===== config.mk =====
export PLATFORM = sky130hd
export DESIGN_NAME = smcopt_top
export DESIGN_NICKNAME = d
export VERILOG_FILES = /design/src/hw/smcopt_pkg.sv /design/src/hw/smcopt_float_timer.sv /design/src/hw/smcopt_strobe_decode.sv /design/src/hw/smcopt_top.sv
export SDC_FILE = /design/constraint.sdc
export NUM_CORES = 1
export LEC_CHECK = 0
export ABC_AREA = 1
export BUFFER_PORTS_ARGS = -buffer_cell sky130_fd_sc_hd__buf_2
export CAP_MARGIN = 30
export CORE_UTILIZATION = 56
export CTS_BUF_LIST = sky130_fd_sc_hd__clkbuf_4 sky130_fd_sc_hd__clkbuf_8
export DETAILED_ROUTE_END_ITERATION = 6
export PLACE_DENSITY_LB_ADDON = 0.15
export SYNTH_ARGS = -nofsm -noshare
export SYNTH_HDL_FRONTEND = slang
export SYNTH_SLANG_ARGS = --single-unit

===== constraint.sdc =====
create_clock -name clk_sys -period 2.2 [get_ports clk_sys]
set_input_delay 0.11 -clock clk_sys [delete_from_list [all_inputs] [get_ports clk_sys]]
set_output_delay 0.11 -clock clk_sys [all_outputs]
set_load 0.05 [all_outputs]

===== src/hw/smcopt_pkg.sv =====
// shared constants and state type of the static memory chip-select option block
package smcopt_pkg;
    // data bus width field codes
    localparam logic [1:0] SMCOPT_BW_8 = 2'h0;
    localparam logic [1:0] SMCOPT_BW_16 = 2'h1;
    localparam logic [1:0] SMCOPT_BW_32 = 2'h2;
    localparam logic [1:0] SMCOPT_BW_RSVD = 2'h3;
    // byte access type field codes
    localparam logic SMCOPT_ACC_SELECT = 1'h0;
    localparam logic SMCOPT_ACC_WRITE = 1'h1;
    // page size field codes, page of 4, 8, 16, 32 bytes
    localparam logic [1:0] SMCOPT_PG_4 = 2'h0;
    localparam logic [1:0] SMCOPT_PG_8 = 2'h1;
    localparam logic [1:0] SMCOPT_PG_16 = 2'h2;
    localparam logic [1:0] SMCOPT_PG_32 = 2'h3;
    // float timing: field width and the fixed turnaround cycle
    localparam int SMCOPT_FLOAT_W = 4;
    localparam logic [4:0] SMCOPT_FLOAT_TURN = 5'h01;
    // reset values of the strobe pins (all inactive high)
    localparam logic [3:0] SMCOPT_LANES_OFF = 4'hf;
    // access sequencer states
    typedef enum logic [1:0] {SM_IDLE, SM_SETUP, SM_PULSE, SM_HOLD} smcopt_state_e;
endpackage : smcopt_pkg


===== src/hw/smcopt_float_timer.sv =====
// data float timer: marks the external bus busy for the float cycles plus turnaround
`timescale 1ns/1ps
`default_nettype none
module smcopt_float_timer
    import smcopt_pkg::*;
(
    input wire logic clk_sys, // system clock
    input wire logic rst_b, // async reset, active low
    input wire logic start, // rising edge of the read controlling signal
    input wire logic [SMCOPT_FLOAT_W-1:0] floatCycles, // programmed float cycles
    output logic busy // bus held from other chip selects
);
    typedef struct packed {
        logic [4:0] cnt; // cycles still to hold
        logic busy; // registered busy flag
    } smcopt_ft_s;

    smcopt_ft_s r_ff;
    smcopt_ft_s nxt_r;

    // load float plus one turnaround cycle, then count down
    always_comb
    begin
        nxt_r = r_ff;
        if (start)
        begin
            nxt_r.cnt = {1'b0, floatCycles} + SMCOPT_FLOAT_TURN;
            nxt_r.busy = 1'b1;
        end
        else if (r_ff.cnt > 5'h01)
        begin
            nxt_r.cnt = r_ff.cnt - 5'h01;
        end
        else
        begin
            nxt_r.cnt = 5'h00;
            nxt_r.busy = 1'b0;
        end
    end

    // state register
    always_ff @(posedge clk_sys or negedge rst_b)
    begin
        if (!rst_b)
            r_ff <= '0;
        else
            r_ff <= nxt_r;
    end

    assign busy = r_ff.busy;
endmodule // smcopt_float_timer
`default_nettype wire


===== src/hw/smcopt_strobe_decode.sv =====
// strobe scheme decode: maps phase and options onto the active-low memory pins
`timescale 1ns/1ps
`default_nettype none
module smcopt_strobe_decode
    import smcopt_pkg::*;
(
    input wire logic byteAccessType, // 1 byte write scheme, 0 byte select scheme
    input wire logic [1:0] dataBusWidth, // bus width code
    input wire logic isWrite, // access is a write
    input wire logic [3:0] byteEn, // byte lanes wanted
    input wire logic csOn, // chip select phase active
    input wire logic strobeOn, // pulse phase active
    output logic csN, // chip select
    output logic rdN, // read strobe
    output logic weN, // single write strobe
    output logic [3:0] bsN, // byte selects
    output logic [3:0] wrN // per-byte write strobes
);
    // lanes that exist on the chosen bus; reserved width behaves as 32 bits
    function automatic logic [3:0] laneMask(input logic [1:0] bw, input logic [3:0] be);
        case (bw)
            SMCOPT_BW_8: laneMask = be & 4'h1;
            SMCOPT_BW_16: laneMask = be & 4'h3;
            default: laneMask = be;
        endcase
    endfunction

    logic wide; // bus is 16 or 32 bits
    logic useByteWrite; // byte write scheme really applies
    logic [3:0] lanes; // active lanes

    // the access type choice only counts on a wide bus
    always_comb
    begin
        wide = (dataBusWidth != SMCOPT_BW_8);
        useByteWrite = wide && (byteAccessType == SMCOPT_ACC_WRITE);
        lanes = laneMask(dataBusWidth, byteEn);
        csN = !csOn;
        rdN = !(csOn && strobeOn && !isWrite);
        weN = !(strobeOn && isWrite && !useByteWrite);
        // per-byte write strobes only in byte write scheme
        wrN = (strobeOn && isWrite && useByteWrite) ? ~lanes : SMCOPT_LANES_OFF;
        // byte selects follow the whole chip select frame on a wide bus, never in byte write scheme
        bsN = (csOn && wide && !useByteWrite) ? ~lanes : SMCOPT_LANES_OFF;
    end
endmodule // smcopt_strobe_decode
`default_nettype wire


===== src/hw/smcopt_top.sv =====
// static memory chip-select options: strobe scheme, width, float time, page reads
// Behaviour
// - access type only applies on wide bus
// - byte write scheme writes with per-lane byte strobes
// - byte write scheme reads with select, read only
// - byte select scheme writes with strobe plus selects
// - byte select scheme reads with selects too
// - width code 8, 16, 32 bits, reserved
// - float field holds 0 to 15 cycles
// - one turnaround cycle follows float period
// - bus held for float cycles plus one
// - optimised float overlaps next access setup
// - plain float waits fully before a next access other than a page hit
// - page enable selects burst page reads
// - page size code gives 4 to 32 bytes
// - first page access timed by chip select pulse
// - later page accesses timed by read pulse
// - read mode picks which rising edge starts float
`timescale 1ns/1ps
`default_nettype none
module smcopt_top
    import smcopt_pkg::*;
#(
    parameter int ADDR_W = 28, // byte address width
    parameter int LEN_W = 7 // width of setup, pulse and hold lengths
)
(
    input wire logic clk_sys, // system clock, 250 MHz
    input wire logic rst_b, // async reset, active low
    input wire logic byteAccessType, // byte_access_type option
    input wire logic [1:0] dataBusWidth, // data_bus_width option
    input wire logic [SMCOPT_FLOAT_W-1:0] dataFloatCycles, // data_float_cycles option
    input wire logic floatOptimiseEnable, // float_optimise_enable option
    input wire logic pageReadEnable, // page_read_enable option
    input wire logic [1:0] pageSizeSel, // page_size_sel option
    input wire logic readMode, // 1 read strobe controls read, 0 chip select
    input wire logic [LEN_W-1:0] setupLen, // setup cycles
    input wire logic [LEN_W-1:0] writePulseLen, // write pulse cycles, at least 1
    input wire logic [LEN_W-1:0] readStrobePulseLen, // read_strobe_pulse_len, at least 1
    input wire logic [LEN_W-1:0] csReadPulseLen, // cs_read_pulse_len, at least 1
    input wire logic [LEN_W-1:0] holdLen, // hold cycles
    input wire logic reqValid, // access request, held until accessDone
    input wire logic reqWrite, // request is a write
    input wire logic [ADDR_W-1:0] reqAddr, // request byte address
    input wire logic [3:0] reqByteEn, // request byte lanes
    output logic accessDone, // one-cycle pulse at end of access
    output logic busWidthReserved, // width code is the reserved one
    output logic floatBusy, // bus held for other chip selects
    output logic chipSelectN, // chip_select_n
    output logic readStrobeN, // read_strobe_n
    output logic writeStrobeN, // write_strobe_n
    output logic [3:0] byteSelectN, // byte0..3_select_n
    output logic [3:0] byteWriteStrobeN // byte0..3_write_strobe_n
);
    // page tag: address with the in-page bits cleared
    function automatic logic [ADDR_W-1:0] pageTag(input logic [ADDR_W-1:0] a, input logic [1:0] pg);
        case (pg)
            SMCOPT_PG_4: pageTag = {a[ADDR_W-1:2], 2'h0};
            SMCOPT_PG_8: pageTag = {a[ADDR_W-1:3], 3'h0};
            SMCOPT_PG_16: pageTag = {a[ADDR_W-1:4], 4'h0};
            default: pageTag = {a[ADDR_W-1:5], 5'h0};
        endcase
    endfunction

    typedef struct packed {
        smcopt_state_e st; // sequencer state
        logic [LEN_W-1:0] cnt; // cycles left in phase
        logic isWrite; // captured direction
        logic [3:0] byteEn; // captured lanes
        logic pageValid; // a page is open
        logic [ADDR_W-1:0] openPage; // tag of open page
        logic done; // end of access pulse
        logic rsvd; // reserved width flag
        logic csN; // pin registers
        logic rdN;
        logic weN;
        logic [3:0] bsN;
        logic [3:0] wrN;
    } smcopt_top_s;

    smcopt_top_s r_ff;
    smcopt_top_s nxt_r;

    logic pageRead; // request is a page mode read
    logic pageHit; // request continues the open page
    logic canStart; // float gate lets the access begin
    logic take; // request accepted this cycle
    logic floatStart; // read controlling signal rises
    logic decCsN; // decoded pins for the next state
    logic decRdN;
    logic decWeN;
    logic [3:0] decBsN;
    logic [3:0] decWrN;

    // page decision and float gate for a waiting request
    always_comb
    begin
        pageRead = pageReadEnable && !reqWrite;
        pageHit = pageRead && r_ff.pageValid
            && (pageTag(reqAddr, pageSizeSel) == r_ff.openPage);
        // a page hit keeps the bus, so no float gate; optimised mode overlaps setup
        canStart = pageHit || !floatBusy || floatOptimiseEnable;
        take = (r_ff.st == SM_IDLE) && reqValid && !r_ff.done && canStart;
    end

    // access sequencer: idle, setup, pulse, hold
    always_comb
    begin
        nxt_r = r_ff;
        nxt_r.done = 1'b0;
        nxt_r.rsvd = (dataBusWidth == SMCOPT_BW_RSVD);
        floatStart = 1'b0;
        case (r_ff.st)
            SM_IDLE:
            begin
                // done still high means the request just served is still on the port
                if (take)
                begin
                    nxt_r.isWrite = reqWrite;
                    nxt_r.byteEn = reqByteEn;
                    if (pageHit)
                    begin
                        nxt_r.st = SM_PULSE;
                        nxt_r.cnt = readStrobePulseLen - 1'b1;
                    end
                    else
                    begin
                        nxt_r.st = SM_SETUP;
                        nxt_r.cnt = setupLen;
                    end
                    // open or drop the page
                    nxt_r.pageValid = pageRead;
                    nxt_r.openPage = pageTag(reqAddr, pageSizeSel);
                end
            end
            SM_SETUP:
            begin
                // setup may overlap the float, but the pulse never starts inside it
                if (r_ff.cnt != '0)
                    nxt_r.cnt = r_ff.cnt - 1'b1;
                else if (!floatBusy)
                begin
                    nxt_r.st = SM_PULSE;
                    if (r_ff.isWrite)
                        nxt_r.cnt = writePulseLen - 1'b1;
                    else if (pageReadEnable)
                        nxt_r.cnt = csReadPulseLen - 1'b1;
                    else
                        nxt_r.cnt = readStrobePulseLen - 1'b1;
                end
            end
            SM_PULSE:
            begin
                if (r_ff.cnt != '0)
                    nxt_r.cnt = r_ff.cnt - 1'b1;
                else
                begin
                    nxt_r.st = SM_HOLD;
                    nxt_r.cnt = holdLen;
                    floatStart = !r_ff.isWrite && readMode;
                end
            end
            SM_HOLD:
            begin
                if (r_ff.cnt != '0)
                    nxt_r.cnt = r_ff.cnt - 1'b1;
                else
                begin
                    nxt_r.st = SM_IDLE;
                    nxt_r.done = 1'b1;
                    floatStart = !r_ff.isWrite && !readMode;
                end
            end
            default:
            begin
                nxt_r.st = SM_IDLE;
            end
        endcase
        // pins follow the next state so they leave flip-flops aligned with it
        nxt_r.csN = decCsN;
        nxt_r.rdN = decRdN;
        nxt_r.weN = decWeN;
        nxt_r.bsN = decBsN;
        nxt_r.wrN = decWrN;
    end

    // pin scheme decode for the coming state
    smcopt_strobe_decode u_decode (
        .byteAccessType(byteAccessType),
        .dataBusWidth(dataBusWidth),
        .isWrite(nxt_r.isWrite),
        .byteEn(nxt_r.byteEn),
        .csOn(nxt_r.st != SM_IDLE),
        .strobeOn(nxt_r.st == SM_PULSE),
        .csN(decCsN),
        .rdN(decRdN),
        .weN(decWeN),
        .bsN(decBsN),
        .wrN(decWrN)
    );

    // float period after each read, shared by every chip select
    smcopt_float_timer u_float (
        .clk_sys(clk_sys),
        .rst_b(rst_b),
        .start(floatStart),
        .floatCycles(dataFloatCycles),
        .busy(floatBusy)
    );

    // state register; pins reset inactive
    always_ff @(posedge clk_sys or negedge rst_b)
    begin
        if (!rst_b)
        begin
            r_ff <= '0;
            r_ff.st <= SM_IDLE;
            r_ff.csN <= 1'b1;
            r_ff.rdN <= 1'b1;
            r_ff.weN <= 1'b1;
            r_ff.bsN <= SMCOPT_LANES_OFF;
            r_ff.wrN <= SMCOPT_LANES_OFF;
        end
        else
        begin
            r_ff <= nxt_r;
        end
    end

    assign accessDone = r_ff.done;
    assign busWidthReserved = r_ff.rsvd;
    assign chipSelectN = r_ff.csN;
    assign readStrobeN = r_ff.rdN;
    assign writeStrobeN = r_ff.weN;
    assign byteSelectN = r_ff.bsN;
    assign byteWriteStrobeN = r_ff.wrN;

    logic wideNow; // helper: bus wider than 8 bits
    assign wideNow = (dataBusWidth != SMCOPT_BW_8);
endmodule // smcopt_top
`default_nettype wire

==> flow_metrics.py, run 1 <==
metrics = {
    "setup_path": {
        "critPathArrivalTime_ns": 2.30,
        "setup.worst_path.end_class": "register",
        "worstPathMaxFanout": 9,
        "r2r_slack_ns": 0.17,
        "reg2regPathDepth": 11,
        "timing.setup.critical_path_class": "in2reg",
        "worstSetupStartpointType": "input port",
        "cp.required_ns": 2.46,
        "crit-reg2reg-capture": "byteWriteStrobeN[3]",
        "worstReg2RegStart": "r_ff[26]",
    },
    "yosys": {
        "synthDistinctLibCells": 40,
        "most_area_hungry_cell_type_in_the_yosys_netlist": "sky130_fd_sc_hd__dfrtp_1",
        "mappedNetlistNets": 696,
        "synth_edf_count": 0,
        "netlist_area_um2": 4150,
        "synthCells": 605,
        "yosys_register_bits": 60,
        "ys_top_cells_by_area": "sky130_fd_sc_hd__dfrtp_1 30%, sky130_fd_sc_hd__nand2_1 18%, sky130_fd_sc_hd__inv_1 8.0%",
        "synth_top_area_share_pct": 29.5,
        "syn_avg_cell_area_um2": 6.87,
        "synthesis.yosys.warnings": 0,
        "sequential_cell_area_fraction_in_the_yosys_report_pct": 36.5,
        "ys_dominant_reg_cell": "sky130_fd_sc_hd__dfrtp_1",
        "asyncSetResetFlopFracSynth_pct": 100,
    },
    "floorplanning": {
        "dieHeight_um": 88.1,
        "start_util_pct": 57.6,
        "core-area_um2": 7210,
        "dieArea_um2": 7770,
        "std_cell_rows": 31,
        "io_pins": 97,
        "die_w_um": 88.1,
    },
    "sta": {
        "post-route-period-util_pct": 92.9,
        "timing_max_transition_violations_final": 0,
        "setup_total_negative_slack_ns": 0,
        "worst_slack_ns": 0.155,
        "post-route-min-period_ns": 2.04,
        "slew_headroom_pct": 51.2,
        "report.final.setup_viol": 0,
        "clock_skew_ns": 0.0126,
        "worst_hold_slack_ns": 0.0176,
        "hold_violation_count_in_the_final_report": 0,
        "worstMarginPinSlew_ns": 0.732,
        "clock.fmax_mhz": 489,
    },
    "worst_hold_path": {
        "min_path_cells": 3,
        "min_from": "reqAddr[7]",
        "hold_path.class": "in2reg",
        "holdPathEnd": "r_ff[20]",
    },
    "drt": {
        "drt-vias-per-instance": 5.03,
        "vias": 4094,
        "drt_wl_total_um": 10100,
        "drtIter0Drc": 189,
        "ant_nets": 0,
        "drt_pre_antenna_iters": 5,
        "post-route-drc-count": 0,
        "wl_per_cell_um": 12.3,
    },
    "placement": {
        "placedInstanceArea_um2": 4690,
        "routability_cong": 0.922,
        "numPortBuffers": 94,
        "hpwl_um": 7760,
        "placement.setup.worst_slack_ns": 0.149,
        "post-place-cells": 789,
    },
    "global_route": {
        "globalRouteMet3Util_pct": 4.05,
        "grt_pass1_vias": 3711,
        "antenna_found_initial": 0,
        "groute.usage.overall_pct": 27.3,
        "groute.layer.met2.usage_pct": 44.7,
        "global_route.usage.met1_pct": 36.4,
        "maximum_number_of_pins_on_one_net_before_global_route_repair": 61,
        "global_route_wire_length_before_repair_um": 16100,
        "globalRoute.busiestLayer": "met2",
        "grt_overflow": 0,
    },
    "layout": {
        "final_layout_size_suffix_gt1_share_pct": 23.5,
        "utilization_pct": 69.1,
        "nFillCells": 665,
        "antenna_cells_inserted": 0,
        "synthToLayoutAreaGrowth_pct": 20.0,
        "nets": 801,
        "final_cells": 814,
        "finish.instance_area_um2": 4990,
    },
    "clock_tree": {
        "cts_buffers": 9,
        "cts-htree-levels": 3,
        "clk_path_buf_depth": 2,
        "cts.root.buffer_cell": "sky130_fd_sc_hd__clkbuf_8",
        "clk_latency_ns": 0.35,
        "clock-sinks": 60,
        "cts_tree": "yes",
        "path_clk_slew_ns": 0.07,
    },
    "status": {
        "status": "finished, final reports clean",
    },
    "power": {
        "pwr_cell_area_nw_per_um2": 465,
        "ir_worst_vdd_mv": 0.325,
        "cellLeakagePower_nw": 2.64,
        "post-layout-total-power_mw": 2.32,
    },
    "run": {
        "cap_viol_max_count": 0,
    },
}
-- cells in the mapped netlist (4+ instances only) --
| cell type | n |
|---|---|
| sky130_fd_sc_hd__xnor2_1 | 12 |
| sky130_fd_sc_hd__o21ai_2 | 5 |
| sky130_fd_sc_hd__nor2_2 | 5 |
| sky130_fd_sc_hd__o21ai_1 | 20 |
| sky130_fd_sc_hd__nand2_2 | 6 |
| sky130_fd_sc_hd__nor3_1 | 6 |
| sky130_fd_sc_hd__nor2_1 | 54 |
| sky130_fd_sc_hd__nand4_1 | 12 |
| sky130_fd_sc_hd__inv_1 | 88 |
| sky130_fd_sc_hd__nand3_1 | 22 |
| sky130_fd_sc_hd__dfstp_2 | 11 |
| sky130_fd_sc_hd__buf_2 | 4 |
| sky130_fd_sc_hd__a21oi_1 | 13 |
| sky130_fd_sc_hd__o21ai_0 | 30 |
| sky130_fd_sc_hd__inv_2 | 6 |
| sky130_fd_sc_hd__dfrtp_1 | 49 |
| sky130_fd_sc_hd__ha_1 | 8 |
| sky130_fd_sc_hd__nand2_1 | 195 |
| sky130_fd_sc_hd__o31ai_1 | 5 |
| sky130_fd_sc_hd__buf_4 | 8 |
| sky130_fd_sc_hd__xor2_1 | 13 |
-- placed cells by master, fill, tap and decap left out, types with 4 or more instances in the layout --
cell | Yosys | layout
sky130_fd_sc_hd__buf_4 | 8 | 10
sky130_fd_sc_hd__xnor2_1 | 12 | 11
sky130_fd_sc_hd__o21ai_0 | 30 | 29
sky130_fd_sc_hd__nand2_2 | 6 | 6
sky130_fd_sc_hd__o31ai_1 | 5 | 5
sky130_fd_sc_hd__dfrtp_1 | 49 | 49
sky130_fd_sc_hd__nor2_2 | 5 | 4
sky130_fd_sc_hd__a21oi_1 | 13 | 12
sky130_fd_sc_hd__inv_2 | 6 | 7
sky130_fd_sc_hd__ha_1 | 8 | 8
sky130_fd_sc_hd__nand2_1 | 195 | 195
sky130_fd_sc_hd__nand3_1 | 22 | 22
sky130_fd_sc_hd__dfstp_2 | 11 | 11
sky130_fd_sc_hd__dlygate4sd3_1 | 0 | 8
sky130_fd_sc_hd__clkbuf_8 | 0 | 10
sky130_fd_sc_hd__nor2_1 | 54 | 52
sky130_fd_sc_hd__buf_2 | 4 | 94
sky130_fd_sc_hd__xor2_1 | 13 | 13
sky130_fd_sc_hd__nor2_4 | 3 | 6
sky130_fd_sc_hd__nand4_1 | 12 | 12
sky130_fd_sc_hd__o21ai_2 | 5 | 5
sky130_fd_sc_hd__o21ai_1 | 20 | 21
sky130_fd_sc_hd__inv_1 | 88 | 87
sky130_fd_sc_hd__nor3_1 | 6 | 6
-- metal layers --
layer	part of all wire, %	vias up
met5	0	-
met4	1.6	0
met3	4.1	15
met2	48	112
met1	46	1873
li1	-	2094
-- state kept, by name, indices dropped and copies added (netlist names) --
name / cells
accessDone: 1
busWidthReserved: 1
byteSelectN: 4
byteWriteStrobeN: 4
chipSelectN: 1
r_ff: 41
readStrobeN: 1
u_float.busy: 1
u_float.r_ff: 5
writeStrobeN: 1
-- how the worst max path moves through the flow --
stage                      startpoint                   to  slack (ns)
after floorplan              r_ff[47]             r_ff[47]        0.47
after detailed placement     r_ff[38]             r_ff[53]        0.15
after global routing      reqAddr[21]  byteWriteStrobeN[3]       -0.01
after global placement       r_ff[34]  byteWriteStrobeN[0]        0.21
after CTS                 reqAddr[25]  byteWriteStrobeN[2]        0.11
final                     reqAddr[13]  byteWriteStrobeN[3]        0.16
-- cell type report --
type	instances	area, um2	share of cell area, %
multi-input cells	429	2170	43.6
flip-flops and latches	60	1520	30.4
repair buffers	112	626	12.5
inverters	98	373	7.48
clock buffers	13	160	3.21
well taps	99	124	2.48
clock inverters	3	15.0	0.301
-- worst max-delay path: stages --
cell,delay (ns)
sky130_fd_sc_hd__dlygate4sd3_1,0.53
sky130_fd_sc_hd__buf_2,0.14
sky130_fd_sc_hd__xnor2_1,0.24
sky130_fd_sc_hd__nand3_1,0.17
sky130_fd_sc_hd__nor2_4,0.17
sky130_fd_sc_hd__nand3_4,0.15
sky130_fd_sc_hd__nand2_4,0.11
sky130_fd_sc_hd__nand2_4,0.10
sky130_fd_sc_hd__buf_4,0.19
sky130_fd_sc_hd__nand2_1,0.06
sky130_fd_sc_hd__nand2_1,0.06
sky130_fd_sc_hd__nor2_1,0.16
sky130_fd_sc_hd__nand4_1,0.11
-- repair_timing --
action | in CTS | in global routing
buffers inserted | 0 | 1
gates resized for setup | 0 | 10
endpoints found under the setup margin | 0 | 17
hold buffers | 8 | 0
endpoints found under the hold margin | 55 | 0
-- logic make-up after synthesis --
family | count (synthesis) | synth area share, %
buffers and inverters | 116 | 12.0
flip-flops | 60 | 36.5
AO/OA/AOI/OAI | 84 | 11.4
adder cells (fa/ha/maj) | 8 | 2.41
AND/OR/NAND/NOR | 311 | 32.0
XOR/XNOR | 26 | 5.66
-- power by group --
part           leakage, nW  total, mW  internal [mW]  switching (mW)
registers            0.754       1.11           1.11        0.000486
clock network       0.0974      0.916          0.472           0.444
logic                 1.79      0.295          0.119           0.176
total                 2.64       2.32           1.70           0.620
No activity file was read; power rests on OpenSTA's default activity.
==> inputs of run 2 (changes only) <==
clock period = 2.22 ns   (was 2.2 ns; I/O delays follow)
==> run 2 against run 1 <==
- clock skew about the same
- final cell count fell by 0.25%
- design area is 0.50% higher
- sequential power is essentially flat
- global-route usage rose by 0.28 points
- combinational power is 2% lower
- non-clock buffer count fell by 2
- core utilization is 0.35 points higher
- hold slack lost 0.010 ns
- setup slack improved by 0.025 ns
- first-iteration DRC count up 11%
- power increased by 4.2%
- critical endpoint is now r_ff[51]
- largest power group unchanged
- highest routed layer unchanged
==> flow_metrics.py, run 2 (synthesized netlist as in run 1, its figures left out) <==
metrics = {
    "status": {
        "status": "finished, final reports clean",
    },
    "clock_tree": {
        "clk_latency_ns": 0.35,
        "cts-htree-levels": 3,
        "clock-sinks": 60,
        "path_clk_slew_ns": 0.08,
        "cts.root.buffer_cell": "sky130_fd_sc_hd__clkbuf_8",
        "cts_tree": "yes",
        "clk_path_buf_depth": 2,
        "cts_buffers": 9,
    },
    "sta": {
        "hold_violation_count_in_the_final_report": 0,
        "worst_slack_ns": 0.180,
        "report.final.setup_viol": 0,
        "timing_max_transition_violations_final": 0,
        "post-route-period-util_pct": 91.9,
        "slew_headroom_pct": 49.4,
        "clock_skew_ns": 0.0128,
        "worstMarginPinSlew_ns": 0.758,
        "setup_total_negative_slack_ns": 0,
        "grt_setup_unrepaired": "no",
        "clock.fmax_mhz": 490,
        "post-route-min-period_ns": 2.04,
    },
    "floorplanning": {
        "core-area_um2": 7210,
        "start_util_pct": 57.6,
        "io_pins": 97,
        "dieHeight_um": 88.1,
        "die_w_um": 88.1,
        "dieArea_um2": 7770,
        "std_cell_rows": 31,
    },
    "global_route": {
        "grt_overflow": 0,
        "grt_pass1_vias": 3643,
        "global_route_wire_length_before_repair_um": 16200,
        "maximum_number_of_pins_on_one_net_before_global_route_repair": 61,
        "antenna_found_initial": 0,
        "groute.usage.overall_pct": 27.6,
    },
    "drt": {
        "wl_per_cell_um": 12.7,
        "drt-vias-per-instance": 4.97,
        "drt_wl_total_um": 10300,
        "drtIter0Drc": 210,
        "drt_pre_antenna_iters": 5,
        "routed-wl-met3_um": 530,
        "met2RoutedLength_um": 4860,
        "routed.top_layer": "met4",
        "post-route-drc-count": 0,
        "vias": 4035,
        "wl_met1_um": 4680,
        "ant_nets": 0,
    },
    "setup_path": {
        "cp_slowest_stage_delay_ns": 0.36,
        "timing.critical_path.depth": 12,
        "cp.required_ns": 2.51,
        "crit_chain": "inv_1 -> ha_1 -> nand3_1 -> nor2_2 -> buf_4 -> o21ai_0 -> inv_1 -> o21ai_0 -> a31oi_1 -> nand2_1 -> nand2_1 -> nand2_1",
        "standard_cell_with_the_maximum_stage_delay_on_the_critical_path": "sky130_fd_sc_hd__dfrtp_1",
        "r2r_slack_ns": 0.18,
        "cpMostUsedCell": "sky130_fd_sc_hd__nand2_1",
        "reg2regPathDepth": 12,
        "timing.critical_path.max_delay_family": "compound AO/OA/AOI/OAI gates",
        "timing.setup.critical_path_class": "reg2reg",
        "worstSetupStartpointType": "register",
        "worstPathMaxFanout": 7,
        "setup.worst_path.end_class": "register",
        "worstPathBufferInverterCount": 3,
        "critPathArrivalTime_ns": 2.33,
    },
    "power": {
        "ir_worst_vdd_mv": 0.288,
        "pwr_cell_area_nw_per_um2": 482,
        "cellLeakagePower_nw": 2.65,
    },
    "layout": {
        "antenna_cells_inserted": 0,
        "final_layout_size_suffix_gt1_share_pct": 23.4,
        "nets": 799,
        "synthToLayoutAreaGrowth_pct": 20.6,
        "nFillCells": 631,
        "mostFrequentLayoutCell": "sky130_fd_sc_hd__nand2_1",
        "largest_reg_flops": 41,
        "most-common-layout-cells": "195 x sky130_fd_sc_hd__nand2_1, 94 x sky130_fd_sc_hd__buf_2, 87 x sky130_fd_sc_hd__inv_1",
        "register_with_the_highest_flop_count": "r_ff",
        "reg_top3": "r_ff x41, u_float.r_ff x5",
    },
    "placement": {
        "placement.setup.worst_slack_ns": 0.134,
        "hpwl_um": 7810,
        "routability_cong": 0.947,
        "numPortBuffers": 94,
    },
    "run": {
        "cap_viol_max_count": 0,
    },
    "worst_hold_path": {
        "hold_path.class": "in2reg",
        "min_path_cells": 3,
    },
}
run 2: timing repair:
item,4_1_cts,5_1_grt
resized for setup,0,10
hold buffers,6,0
endpoints found under the setup margin,0,15
endpoints found under the hold margin,53,0
buffers inserted,0,1
run 2: path summary, 6_finish.rpt:
| check | to | from |
|---|---|---|
| worst max-delay path | r_ff[51] | r_ff[48] |
| worst min-delay path | r_ff[38] | reqAddr[25] |
| worst max register to register | r_ff[51] | r_ff[48] |
| worst min register to register | r_ff[26] | r_ff[26] |
| max in group asynchronous | r_ff[42] | rst_b |
| min in group asynchronous | r_ff[21] | rst_b |
run 2: report_power, final:
part / switching, mW / leakage [nW] / internal, mW
clock network: 0.459 / 0.109 / 0.572
logic: 0.173 / 1.79 / 0.115
registers: 0.000485 / 0.754 / 1.10
run 2: layer usage:
metal | up-vias | global-route usage [%]
li1 | 2088 | -
met1 | 1808 | 36.6
met2 | 122 | 44.4
met3 | 17 | 6.13
met4 | 0 | 10.4
met5 | - | 0
run 2: worst min-delay path, delay by kind of cell:
| kind | cells | cell delay (ns) |
|---|---|---|
| buf+inv | 1 | 0.10 |
| simple gates | 2 | 0.10 |
run 2: cell type report:
cell class              instances  area (um2)  area share (%)
multi-input cells             429        2170            43.4
inverters                      98         375            7.49
clock inverters                 5        50.0           0.999
flip-flops and latches         60        1520            30.2
clock buffers                  11         151            3.02
repair buffers                110         622            12.4
well taps                      99         124            2.47
run 2: metrics by stage:
step | area [um2] | util, % | std cells | hold slack, ns | power [mW]
after floorplan | 4150 | - | 605 | -0.185 | 1.25
after global placement | 4700 | 65.2 | 789 | 0.312 | 1.39
after detailed placement | 4700 | 65.2 | 789 | 0.316 | 1.40
after CTS | 4960 | 68.8 | 811 | 0.00629 | 2.42
after global routing | 5010 | 69.5 | 812 | 0.0180 | 2.51
final | 5010 | 69.5 | 812 | 0.00719 | 2.42
